## src/hsu_map.svh

```systemverilog
// register offsets, bit positions, reset values and sizes of the packet status unit
`ifndef HSU_MAP_SVH
`define HSU_MAP_SVH

// register offsets on the parallel control port
`define HSU_ADDR_STATUS   8'hB1
`define HSU_ADDR_MASK     8'hB2
`define HSU_ADDR_INFO     8'hB3

// packet_ctrl_status / packet_ctrl_irq_mask bit positions
`define HSU_ST_RX_END     6
`define HSU_ST_RX_START   5
`define HSU_ST_RX_HALF    4
`define HSU_ST_RX_NEMPTY  3
`define HSU_ST_TX_HALF    2
`define HSU_ST_TX_NFULL   1
`define HSU_ST_TX_END     0

// receive_packet_info bit positions
`define HSU_IN_ABORT      7
`define HSU_IN_CRC_ERR    6
`define HSU_IN_OVERRUN    5
`define HSU_IN_VALID      4
`define HSU_IN_EMPTY      3
`define HSU_IN_PKT_OK     2
`define HSU_IN_CLOSE      1
`define HSU_IN_OPEN       0

// byte tag layout kept per receive fifo entry
`define HSU_TAG_OK        2
`define HSU_TAG_LAST      1
`define HSU_TAG_FIRST     0
`define HSU_TAG_W         3

// implemented bits and reset values
`define HSU_MASK_USED     8'h7F
`define HSU_MASK_RESET    8'h00
`define HSU_BYTE_ZERO     8'h00

// fifo size and abort run length
`define HSU_FIFO_DEPTH    64
`define HSU_ABORT_ONES    3'h7

`endif

```

## src/hsu_pkg.sv

```systemverilog
// types shared by the packet status unit
`default_nettype none

package hsu_pkg;

    typedef logic [7:0] hsu_byte_t;     // one register byte

    // per-byte receive tag
    typedef struct packed {
        logic ok;                        // last byte of a good packet
        logic last;                      // closing byte
        logic first;                     // opening byte
    } hsu_tag_s;

endpackage

`default_nettype wire

```

## src/hsu_tag_if.sv

```systemverilog
// carrier between the status unit and its receive tag memory
`timescale 1ns/1ns
`default_nettype none

interface hsu_tag_if #(
    parameter int AW = 6,
    parameter int DW = 3
) ();
    logic          wr_en;    // write strobe
    logic [AW-1:0] wr_addr;  // write slot
    logic [DW-1:0] wr_data;  // tag written
    logic [AW-1:0] rd_addr;  // slot to read next cycle
    logic [DW-1:0] rd_data;  // registered tag

    modport ctrl (output wr_en, output wr_addr, output wr_data, output rd_addr, input rd_data);
    modport mem  (input wr_en, input wr_addr, input wr_data, input rd_addr, output rd_data);
endinterface

`default_nettype wire

```

## src/hsu_tag_mem.sv

```systemverilog
// small tag memory with registered read and write-through bypass
`timescale 1ns/1ns
`default_nettype none

module hsu_tag_mem #(
    parameter int AW = 6,
    parameter int DW = 3
) (
    // clock
    input  wire logic clock_i,
    // tag port
    hsu_tag_if.mem    tag
);

    // ==========================================================
    // storage
    logic [DW-1:0] mem [0:(1<<AW)-1];  // tag array
    logic [DW-1:0] next_rd_data;       // read value for next cycle

    // pick stored tag, or the one being written to the same slot
    always_comb begin
        if (tag.wr_en && (tag.wr_addr == tag.rd_addr)) begin
            next_rd_data = tag.wr_data;
        end else begin
            next_rd_data = mem[tag.rd_addr];
        end
    end

    // array write and read register
    always_ff @(posedge clock_i) begin
        if (tag.wr_en) begin
            mem[tag.wr_addr] <= tag.wr_data;
        end
        tag.rd_data <= next_rd_data;
    end

endmodule

`default_nettype wire

```

## src/hsu_status_unit.sv

```systemverilog
// packet controller status, interrupt mask and receive information registers
//
// How it works
// packet end on good close or fault
// packet start on opening byte detect
// receive half full above half depth
// receive not empty while byte stored
// transmit half empty below half depth
// transmit not full while space free
// transmit message end when send finishes
// end/start/tx-end flags latch, clear on read
// mask bit 1 enables, 0 blocks interrupt
// abort flag after seven ones in row
// crc error flag on checksum mismatch
// overrun flag on push into full fifo
// valid message flag on checked good packet
// receive empty is live, unlatched
// packet ok tags last byte of good packet
// closing byte tags last byte of packet
// opening byte tags first byte of packet
// info flags latch, clear on read
// interrupt low on unmasked pending event
// interrupt releases high once nothing pending
`timescale 1ns/1ns
`default_nettype none
`include "hsu_map.svh"

module hsu_status_unit
    import hsu_pkg::*;
#(
    parameter int DEPTH = `HSU_FIFO_DEPTH
) (
    // clock and reset
    input  wire logic       clock_i,
    input  wire logic       rst_i,
    // parallel control port
    input  wire logic [7:0] addr_i,
    input  wire logic       wr_i,
    input  wire logic       rd_i,
    input  wire logic [7:0] wdata_i,
    output logic      [7:0] rdata_o,
    output logic            int_n_o,
    // receive packet controller
    input  wire logic       rx_bit_i,
    input  wire logic       rx_bit_valid_i,
    input  wire logic       rx_opening_i,
    input  wire logic       rx_push_i,
    input  wire logic       rx_push_last_i,
    input  wire logic       rx_crc_match_i,
    input  wire logic       rx_pop_i,
    // transmit packet controller
    input  wire logic       tx_push_i,
    input  wire logic       tx_pop_i,
    input  wire logic       tx_msg_done_i
);

    // ==========================================================
    // sizes
    localparam int AW = $clog2(DEPTH);        // pointer width
    localparam int CW = $clog2(DEPTH + 1);    // count width
    localparam logic [CW-1:0] FULL_CNT = CW'(DEPTH);
    localparam logic [CW-1:0] HALF_CNT = CW'(DEPTH / 2);
    localparam logic [CW-1:0] ONE_CNT  = CW'(1);
    localparam logic [AW-1:0] ONE_PTR  = AW'(1);

    // ==========================================================
    // state
    hsu_byte_t     lat_stat;       // latched status events
    hsu_byte_t     lat_info;       // latched receive info events
    hsu_byte_t     mask;           // interrupt mask
    logic [CW-1:0] rx_cnt;         // receive fifo occupancy
    logic [CW-1:0] tx_cnt;         // transmit fifo occupancy
    logic [AW-1:0] rx_wr_ptr;      // receive tag write slot
    logic [AW-1:0] rx_rd_ptr;      // receive tag head slot
    logic [2:0]    ones_cnt;       // run of ones, saturating
    logic          pend_first;     // next push is an opening byte
    logic          pkt_bad;        // current packet saw a fault

    hsu_byte_t     next_lat_stat;
    hsu_byte_t     next_lat_info;
    hsu_byte_t     next_mask;
    logic [CW-1:0] next_rx_cnt;
    logic [CW-1:0] next_tx_cnt;
    logic [AW-1:0] next_rx_wr_ptr;
    logic [AW-1:0] next_rx_rd_ptr;
    logic [2:0]    next_ones_cnt;
    logic          next_pend_first;
    logic          next_pkt_bad;
    hsu_byte_t     next_rdata;
    logic          next_int_n;

    // event terms
    logic          ev_abort;       // seventh one in a row
    logic          ev_ovr;         // push refused, fifo full
    logic          rx_take;        // push accepted
    logic          rx_give;        // pop accepted
    logic          ev_close;       // closing byte with crc done
    logic          ev_crc_err;     // closing byte, crc mismatch
    logic          ev_valid;       // closing byte of good packet
    hsu_tag_s      wr_tag;         // tag for pushed byte
    hsu_tag_s      head_tag;       // tag of readable byte
    hsu_byte_t     stat_view;      // status as read now
    hsu_byte_t     info_view;      // info as read now
    hsu_byte_t     stat_set;       // status set pulses
    hsu_byte_t     info_set;       // info set pulses

    hsu_tag_if #(.AW(AW), .DW(`HSU_TAG_W)) tag_bus ();

    // ==========================================================
    // status register view from latches and fifo levels
    function automatic hsu_byte_t status_of(input hsu_byte_t lat,
                                            input logic [CW-1:0] rc,
                                            input logic [CW-1:0] tc);
        hsu_byte_t v;
        v = `HSU_BYTE_ZERO;
        v[`HSU_ST_RX_END]    = lat[`HSU_ST_RX_END];
        v[`HSU_ST_RX_START]  = lat[`HSU_ST_RX_START];
        v[`HSU_ST_TX_END]    = lat[`HSU_ST_TX_END];
        v[`HSU_ST_RX_HALF]   = (rc > HALF_CNT);
        v[`HSU_ST_RX_NEMPTY] = (rc != '0);
        v[`HSU_ST_TX_HALF]   = (tc < HALF_CNT);
        v[`HSU_ST_TX_NFULL]  = (tc < FULL_CNT);
        return v;
    endfunction

    // ==========================================================
    // receive tag memory
    hsu_tag_mem #(.AW(AW), .DW(`HSU_TAG_W)) u_tag_mem (
        .clock_i (clock_i),
        .tag     (tag_bus)
    );

    // drive the tag port
    always_comb begin
        tag_bus.wr_en   = rx_take;
        tag_bus.wr_addr = rx_wr_ptr;
        tag_bus.wr_data = wr_tag;
        tag_bus.rd_addr = next_rx_rd_ptr;
    end
    assign head_tag = hsu_tag_s'(tag_bus.rd_data);

    // ==========================================================
    // event detection
    always_comb begin
        // abort: the bit that makes the run reach seven
        ev_abort   = rx_bit_valid_i && rx_bit_i
                     && (ones_cnt == (`HSU_ABORT_ONES - 3'h1));
        ev_ovr     = rx_push_i && (rx_cnt == FULL_CNT);
        rx_take    = rx_push_i && !ev_ovr;
        rx_give    = rx_pop_i && (rx_cnt != '0);
        ev_close   = rx_push_i && rx_push_last_i;
        ev_crc_err = ev_close && !rx_crc_match_i;
        ev_valid   = ev_close && rx_crc_match_i && !pkt_bad
                     && !ev_ovr && !ev_abort;
        // tag of the byte going into the fifo
        wr_tag.first = pend_first;
        wr_tag.last  = rx_push_last_i;
        wr_tag.ok    = ev_valid;
        // set pulses
        stat_set = `HSU_BYTE_ZERO;
        stat_set[`HSU_ST_RX_END]   = ev_close || ev_crc_err
                                     || ev_ovr || ev_abort;
        stat_set[`HSU_ST_RX_START] = rx_opening_i;
        stat_set[`HSU_ST_TX_END]   = tx_msg_done_i;
        info_set = `HSU_BYTE_ZERO;
        info_set[`HSU_IN_ABORT]    = ev_abort;
        info_set[`HSU_IN_CRC_ERR]  = ev_crc_err;
        info_set[`HSU_IN_OVERRUN]  = ev_ovr;
        info_set[`HSU_IN_VALID]    = ev_valid;
    end

    // ==========================================================
    // register views
    always_comb begin
        stat_view = status_of(lat_stat, rx_cnt, tx_cnt);
        info_view = `HSU_BYTE_ZERO;
        info_view[`HSU_IN_ABORT]   = lat_info[`HSU_IN_ABORT];
        info_view[`HSU_IN_CRC_ERR] = lat_info[`HSU_IN_CRC_ERR];
        info_view[`HSU_IN_OVERRUN] = lat_info[`HSU_IN_OVERRUN];
        info_view[`HSU_IN_VALID]   = lat_info[`HSU_IN_VALID];
        info_view[`HSU_IN_EMPTY]   = (rx_cnt == '0);
        // head tags only mean something while a byte is held
        info_view[`HSU_IN_PKT_OK]  = head_tag.ok && (rx_cnt != '0);
        info_view[`HSU_IN_CLOSE]   = head_tag.last && (rx_cnt != '0);
        info_view[`HSU_IN_OPEN]    = head_tag.first && (rx_cnt != '0);
    end

    // ==========================================================
    // next state: latches, mask, counts, packet tracking, host port
    always_comb begin
        logic rd_stat;
        logic rd_info;
        rd_stat = rd_i && (addr_i == `HSU_ADDR_STATUS);
        rd_info = rd_i && (addr_i == `HSU_ADDR_INFO);

        // latched flags: a read clears what it returned, a new set wins
        next_lat_stat = lat_stat;
        if (rd_stat) begin
            next_lat_stat = lat_stat & ~stat_view;
        end
        next_lat_stat = next_lat_stat | stat_set;
        next_lat_info = lat_info;
        if (rd_info) begin
            next_lat_info = lat_info & ~info_view;
        end
        next_lat_info = next_lat_info | info_set;

        // mask register, unused top bit kept zero
        next_mask = mask;
        if (wr_i && (addr_i == `HSU_ADDR_MASK)) begin
            next_mask = wdata_i & `HSU_MASK_USED;
        end

        // receive fifo occupancy and pointers
        next_rx_cnt    = rx_cnt;
        next_rx_wr_ptr = rx_wr_ptr;
        next_rx_rd_ptr = rx_rd_ptr;
        if (rx_take) begin
            next_rx_wr_ptr = rx_wr_ptr + ONE_PTR;
        end
        if (rx_give) begin
            next_rx_rd_ptr = rx_rd_ptr + ONE_PTR;
        end
        if (rx_take && !rx_give) begin
            next_rx_cnt = rx_cnt + ONE_CNT;
        end else if (rx_give && !rx_take) begin
            next_rx_cnt = rx_cnt - ONE_CNT;
        end

        // transmit fifo occupancy, out-of-range moves ignored
        next_tx_cnt = tx_cnt;
        if (tx_push_i && !tx_pop_i && (tx_cnt != FULL_CNT)) begin
            next_tx_cnt = tx_cnt + ONE_CNT;
        end else if (tx_pop_i && !tx_push_i && (tx_cnt != '0)) begin
            next_tx_cnt = tx_cnt - ONE_CNT;
        end

        // run of ones on the incoming stream
        next_ones_cnt = ones_cnt;
        if (rx_bit_valid_i) begin
            if (!rx_bit_i) begin
                next_ones_cnt = 3'h0;
            end else if (ones_cnt != `HSU_ABORT_ONES) begin
                next_ones_cnt = ones_cnt + 3'h1;
            end
        end

        // packet tracking for opening byte and packet ok tags
        next_pend_first = pend_first;
        next_pkt_bad    = pkt_bad;
        if (rx_take) begin
            next_pend_first = 1'b0;
        end
        if (rx_opening_i) begin
            next_pend_first = 1'b1;
            next_pkt_bad    = 1'b0;
        end
        if (ev_ovr || ev_abort) begin
            next_pkt_bad = 1'b1;
        end

        // read data for the host
        next_rdata = `HSU_BYTE_ZERO;
        case (addr_i)
            `HSU_ADDR_STATUS: next_rdata = stat_view;
            `HSU_ADDR_MASK:   next_rdata = mask;
            `HSU_ADDR_INFO:   next_rdata = info_view;
            default:          next_rdata = `HSU_BYTE_ZERO;
        endcase
        if (!rd_i) begin
            next_rdata = rdata_o;
        end

        // interrupt from the state that will hold next cycle
        next_int_n = ~|(status_of(next_lat_stat, next_rx_cnt, next_tx_cnt)
                        & next_mask);
    end

    // ==========================================================
    // registers
    always_ff @(posedge clock_i) begin
        if (rst_i) begin
            lat_stat   <= `HSU_BYTE_ZERO;
            lat_info   <= `HSU_BYTE_ZERO;
            mask       <= `HSU_MASK_RESET;
            rx_cnt     <= '0;
            tx_cnt     <= '0;
            rx_wr_ptr  <= '0;
            rx_rd_ptr  <= '0;
            ones_cnt   <= 3'h0;
            pend_first <= 1'b0;
            pkt_bad    <= 1'b0;
            rdata_o    <= `HSU_BYTE_ZERO;
            int_n_o    <= 1'b1;
        end else begin
            lat_stat   <= next_lat_stat;
            lat_info   <= next_lat_info;
            mask       <= next_mask;
            rx_cnt     <= next_rx_cnt;
            tx_cnt     <= next_tx_cnt;
            rx_wr_ptr  <= next_rx_wr_ptr;
            rx_rd_ptr  <= next_rx_rd_ptr;
            ones_cnt   <= next_ones_cnt;
            pend_first <= next_pend_first;
            pkt_bad    <= next_pkt_bad;
            rdata_o    <= next_rdata;
            int_n_o    <= next_int_n;
        end
    end

endmodule

`default_nettype wire

```

## config.mk

```make
export PLATFORM = sky130hd
export DESIGN_NAME = hsu_status_unit
export DESIGN_NICKNAME = d
export VERILOG_FILES = /design/src/hsu_pkg.sv /design/src/hsu_tag_if.sv /design/src/hsu_tag_mem.sv /design/src/hsu_status_unit.sv
export VERILOG_INCLUDE_DIRS = /design/src
export SDC_FILE = /design/constraint.sdc
export NUM_CORES = 1
export LEC_CHECK = 0
export ABC_AREA = 1
export ABC_CLOCK_PERIOD_IN_PS = 5900
export BUFFER_PORTS_ARGS = -buffer_cell sky130_fd_sc_hd__buf_2
export CAP_MARGIN = 20
export CORE_MARGIN = 8
export CORE_UTILIZATION = 45
export DETAILED_ROUTE_END_ITERATION = 6
export GPL_TIMING_DRIVEN = 0
export PLACE_DENSITY_LB_ADDON = 0.08
export SLEW_MARGIN = 20
export SYNTH_ARGS = -nofsm -noshare
export SYNTH_HDL_FRONTEND = slang
export SYNTH_SLANG_ARGS = --single-unit
```

## constraint.sdc

```tcl
create_clock -name clock_i -period 5.9 [get_ports clock_i]
set_clock_uncertainty 0.1 [all_clocks]
set_input_delay 0.885 -clock clock_i [delete_from_list [all_inputs] [get_ports clock_i]]
set_output_delay 0.885 -clock clock_i [all_outputs]
set_load 0.05 [all_outputs]
```

==> impl_metrics.json <==
{
  "synthAdderAreaFrac_pct": 1.22,
  "core_area_mm2": 0.0249,
  "powerDensity_mw_per_mm2": 424,
  "start_util_pct": 45.4,
  "num-nets-final": 1316,
  "finalCriticalPeriod_ns": 2.98,
  "cts-root-buf": "clkbuf_16",
  "yosysTopAreaCell": "edfxtp_1",
  "gp_congestion": 0.825,
  "seq_area_frac_synth_pct": 61.6,
  "critPathArrivalTime_ns": 3.09,
  "fmax_mhz": 335,
  "fill_cells": 2288,
  "ctsResizeCount": 0,
  "synth_compound_area_share_pct": 3.58,
  "avgRoutedWirePerCell_um": 18.3,
  "tightest_slew_ns": 0.956,
  "maxCapViolations": 0,
  "die_area_mm2": 0.0304,
  "netlist_top_cells_area": "edfxtp_1 51%, nand2_1 12%, dfxtp_1 11%",
  "rsz0062_at_grt": "false",
  "worstReg2RegStart": "rx_cnt[0]$_SDFF_PP0_",
  "finalCritPeriodShare_pct": 50.6,
  "port-buffer-count": 36,
  "worstSkewPairLatency_ns": 0.54,
  "grt_start_max_net_pins": 67,
  "reg2reg_depth": 10,
  "grt_overflow_total": 0,
  "synth_nets": 1241,
  "timing.final.ws_setup_ns": 2.92,
  "drt_iter0_drc": 714,
  "setup_viol": 0,
  "post-place-ws_ns": 2.51,
  "worstPathRequired_ns": 6.00,
  "grt_pass1_wl_mm": 46.1,
  "cts_buffer_depth": 3,
  "yosysWarnings": 0,
  "dr_total_vias": 8483,
  "critPathMaxFanout": 10,
  "critPathKind": "reg -> reg",
  "hold_path.class": "reg -> reg",
  "place_inst": 1575,
  "ys.flop_type": "edfxtp_1",
  "finalSetupTns_ns": 0,
  "synth.most_common_cell": "nand2_1",
  "finish.utilization_pct": 52.0,
  "fin_hold_ws_ns": 0.363,
  "r2r_setup_slack_ns": 2.92,
  "crit_path_end_kind": "flop",
  "slowest_stage": "nand3_1",
  "dp_hpwl_mm": 20.2,
  "leakage_uw": 0.00503,
  "routed_wl_mm": 29.7,
  "cts_inserted_buffers": 28,
  "layoutNonFillerInstCount": 1626,
  "h-tree-depth": 1,
  "peakVddDrop_uv": 257,
  "ios": 39,
  "cts_hold_buf": 0,
  "die_h_um": 174,
  "slew_viol_final": 0,
  "ant_nets": 0,
  "grt_usage_pct": 19.3,
  "synth_async_sr_flop_share_pct": 0,
  "num_rows": 58,
  "path_clk_slew_ns": 0.06,
  "yosysUniqueCellTypes": 45,
  "cts_tree": "yes",
  "syn_area_per_cell_um2": 9.42,
  "yosysTopAreaCellShare_pct": 51.0,
  "die_w_um": 174,
  "drcViolationCount": 0,
  "synth_top_family_by_area": "simple AND/OR/NAND/NOR gates",
  "synth_xor_area_share_pct": 0.930,
  "yosys.area_share.simple_pct": 27.7,
  "synth.mux.area_fraction_pct": 0,
  "synth_commonest_cells": "363 x nand2_1, 195 x nand3_1, 192 x edfxtp_1",
  "synth_edf_count": 192,
  "clock_sinks": 252,
  "ys_ff_latch": 252,
  "area_delta_synth_final_pct": 14.5,
  "max_stage_delay_ns": 0.58,
  "max-slew-margin-rel_pct": 36.1,
  "drive_gt1_share_pct": 10.0,
  "syn_area_mm2": 0.0113,
  "hold_end": "rdata_o[6]$_SDFFE_PP0P_",
  "worstSetupStartpointType": "flop",
  "path_cells": "inv_1, ha_1, nand2_4, inv_2, nand2_2, nand2_4, buf_6, nor2_1, nand3_1, nor2_1",
  "hold_start": "rdata_o[6]$_SDFFE_PP0P_",
  "dr.pass1.iters": 7,
  "via_per_inst": 5.22,
  "hold_violations": 0,
  "netlist_instances": 1200,
  "antennaDiodeCount": 0,
  "r2r_end": "u_tag_mem.mem[59][1]$_DFFE_PP_",
  "whs_path_depth": 2,
  "grt_pass1_vias": 8311,
  "antenna_found_initial": 0,
  "status": "finished clean",
  "postCtsSetupRepairBufs": 0
}
## sequential cells by signal, indices dropped and copies added, names as in the netlist, named ones only
register,count
u_tag_mem.mem,192
rdata_o,8
int_n_o,1
mask,7
rx_rd_ptr,6
ones_cnt,3
pend_first,1
lat_info,4
tx_cnt,7
pkt_bad,1
rx_cnt,7
rx_wr_ptr,6
lat_stat,3
## stage by stage
| step | power [µW] | cell area (µm²) |
|---|---|---|
| 2_1_floorplan | 3180 | 11300 |
| 3_3_place_gp | 3670 | 11900 |
| 3_5_place_dp | 3680 | 12000 |
| 4_1_cts | 5510 | 12900 |
| 5_1_grt | 5770 | 12900 |
| 6_report | 5480 | 12900 |
## worst max-delay path by stage
stage / startpoint / to / slack (ns)
after floorplan: rx_push_i / u_tag_mem.mem[0][2]$_DFFE_PP_ / 0.20
after global placement: rx_push_last_i / u_tag_mem.mem[10][2]$_DFFE_PP_ / -6.04
after detailed placement: rx_push_last_i / u_tag_mem.mem[40][2]$_DFFE_PP_ / 2.51
after CTS: rx_cnt[0]$_SDFF_PP0_ / u_tag_mem.mem[59][0]$_DFFE_PP_ / 2.85
after global routing: rx_cnt[0]$_SDFF_PP0_ / u_tag_mem.mem[37][2]$_DFFE_PP_ / 2.65
final: rx_cnt[0]$_SDFF_PP0_ / u_tag_mem.mem[59][1]$_DFFE_PP_ / 2.92
## where the power goes
group	switching, µW	internal [µW]
clock network	683	1160
registers	58.6	1960
logic	1130	488
total	1870	3610
## worst max-delay path, delay by kind of cell (launching register included)
kind                     cells  cell delay [ns]
buffers and inverters        3             0.35
adder cells (fa/ha/maj)      1             0.26
AND/OR/NAND/NOR              6             1.56
flip-flops                   1             0.38
## metal layers
layer / routed length [µm] / vias up / GRT usage [%]
li1: - / 4194 / -
met5: 0 / - / 0
met4: 917 / 0 / 5.90
met2: 13900 / 245 / 32.4
met1: 13200 / 3995 / 25.6
met3: 1680 / 49 / 2.73
## final cells by class
type | count | area, µm² | area share, %
clock inverters | 11 | 203 | 1.57
multi-input cells | 810 | 3780 | 29.2
clock buffers | 40 | 767 | 5.93
flip-flops and latches | 252 | 6970 | 53.9
well taps | 330 | 413 | 3.19
inverters | 89 | 334 | 2.58
plain buffers | 49 | 226 | 1.75
repair buffers | 45 | 241 | 1.87
## placed cells by master (no fill, tap or decap), drive strengths merged, types with 2 or more instances in the layout
master,netlist,routed
o221ai,2,2
o21a,4,4
o21ai,18,18
inv,88,88
nand2,374,374
a211oi,2,2
nand3b,2,2
dfxtp,60,60
nor3,12,12
nand3,196,196
nor2,120,120
xor2,11,11
clkinv,1,6
buf,23,68
a21oi,30,30
a21boi,2,2
nand4,12,12
a31oi,2,2
clkbuf,26,66
ha,11,11
edfxtp,192,192
bufinv,0,6
o22ai,3,3
## cell families after synthesis
kind of cell,Yosys count
AND/OR/NAND/NOR,720
flip-flops,252
buffers and inverters,138
AO/OA/AOI/OAI,67
XOR/XNOR,12
adder cells (fa/ha/maj),11
Power figures use the tool's default switching activity.
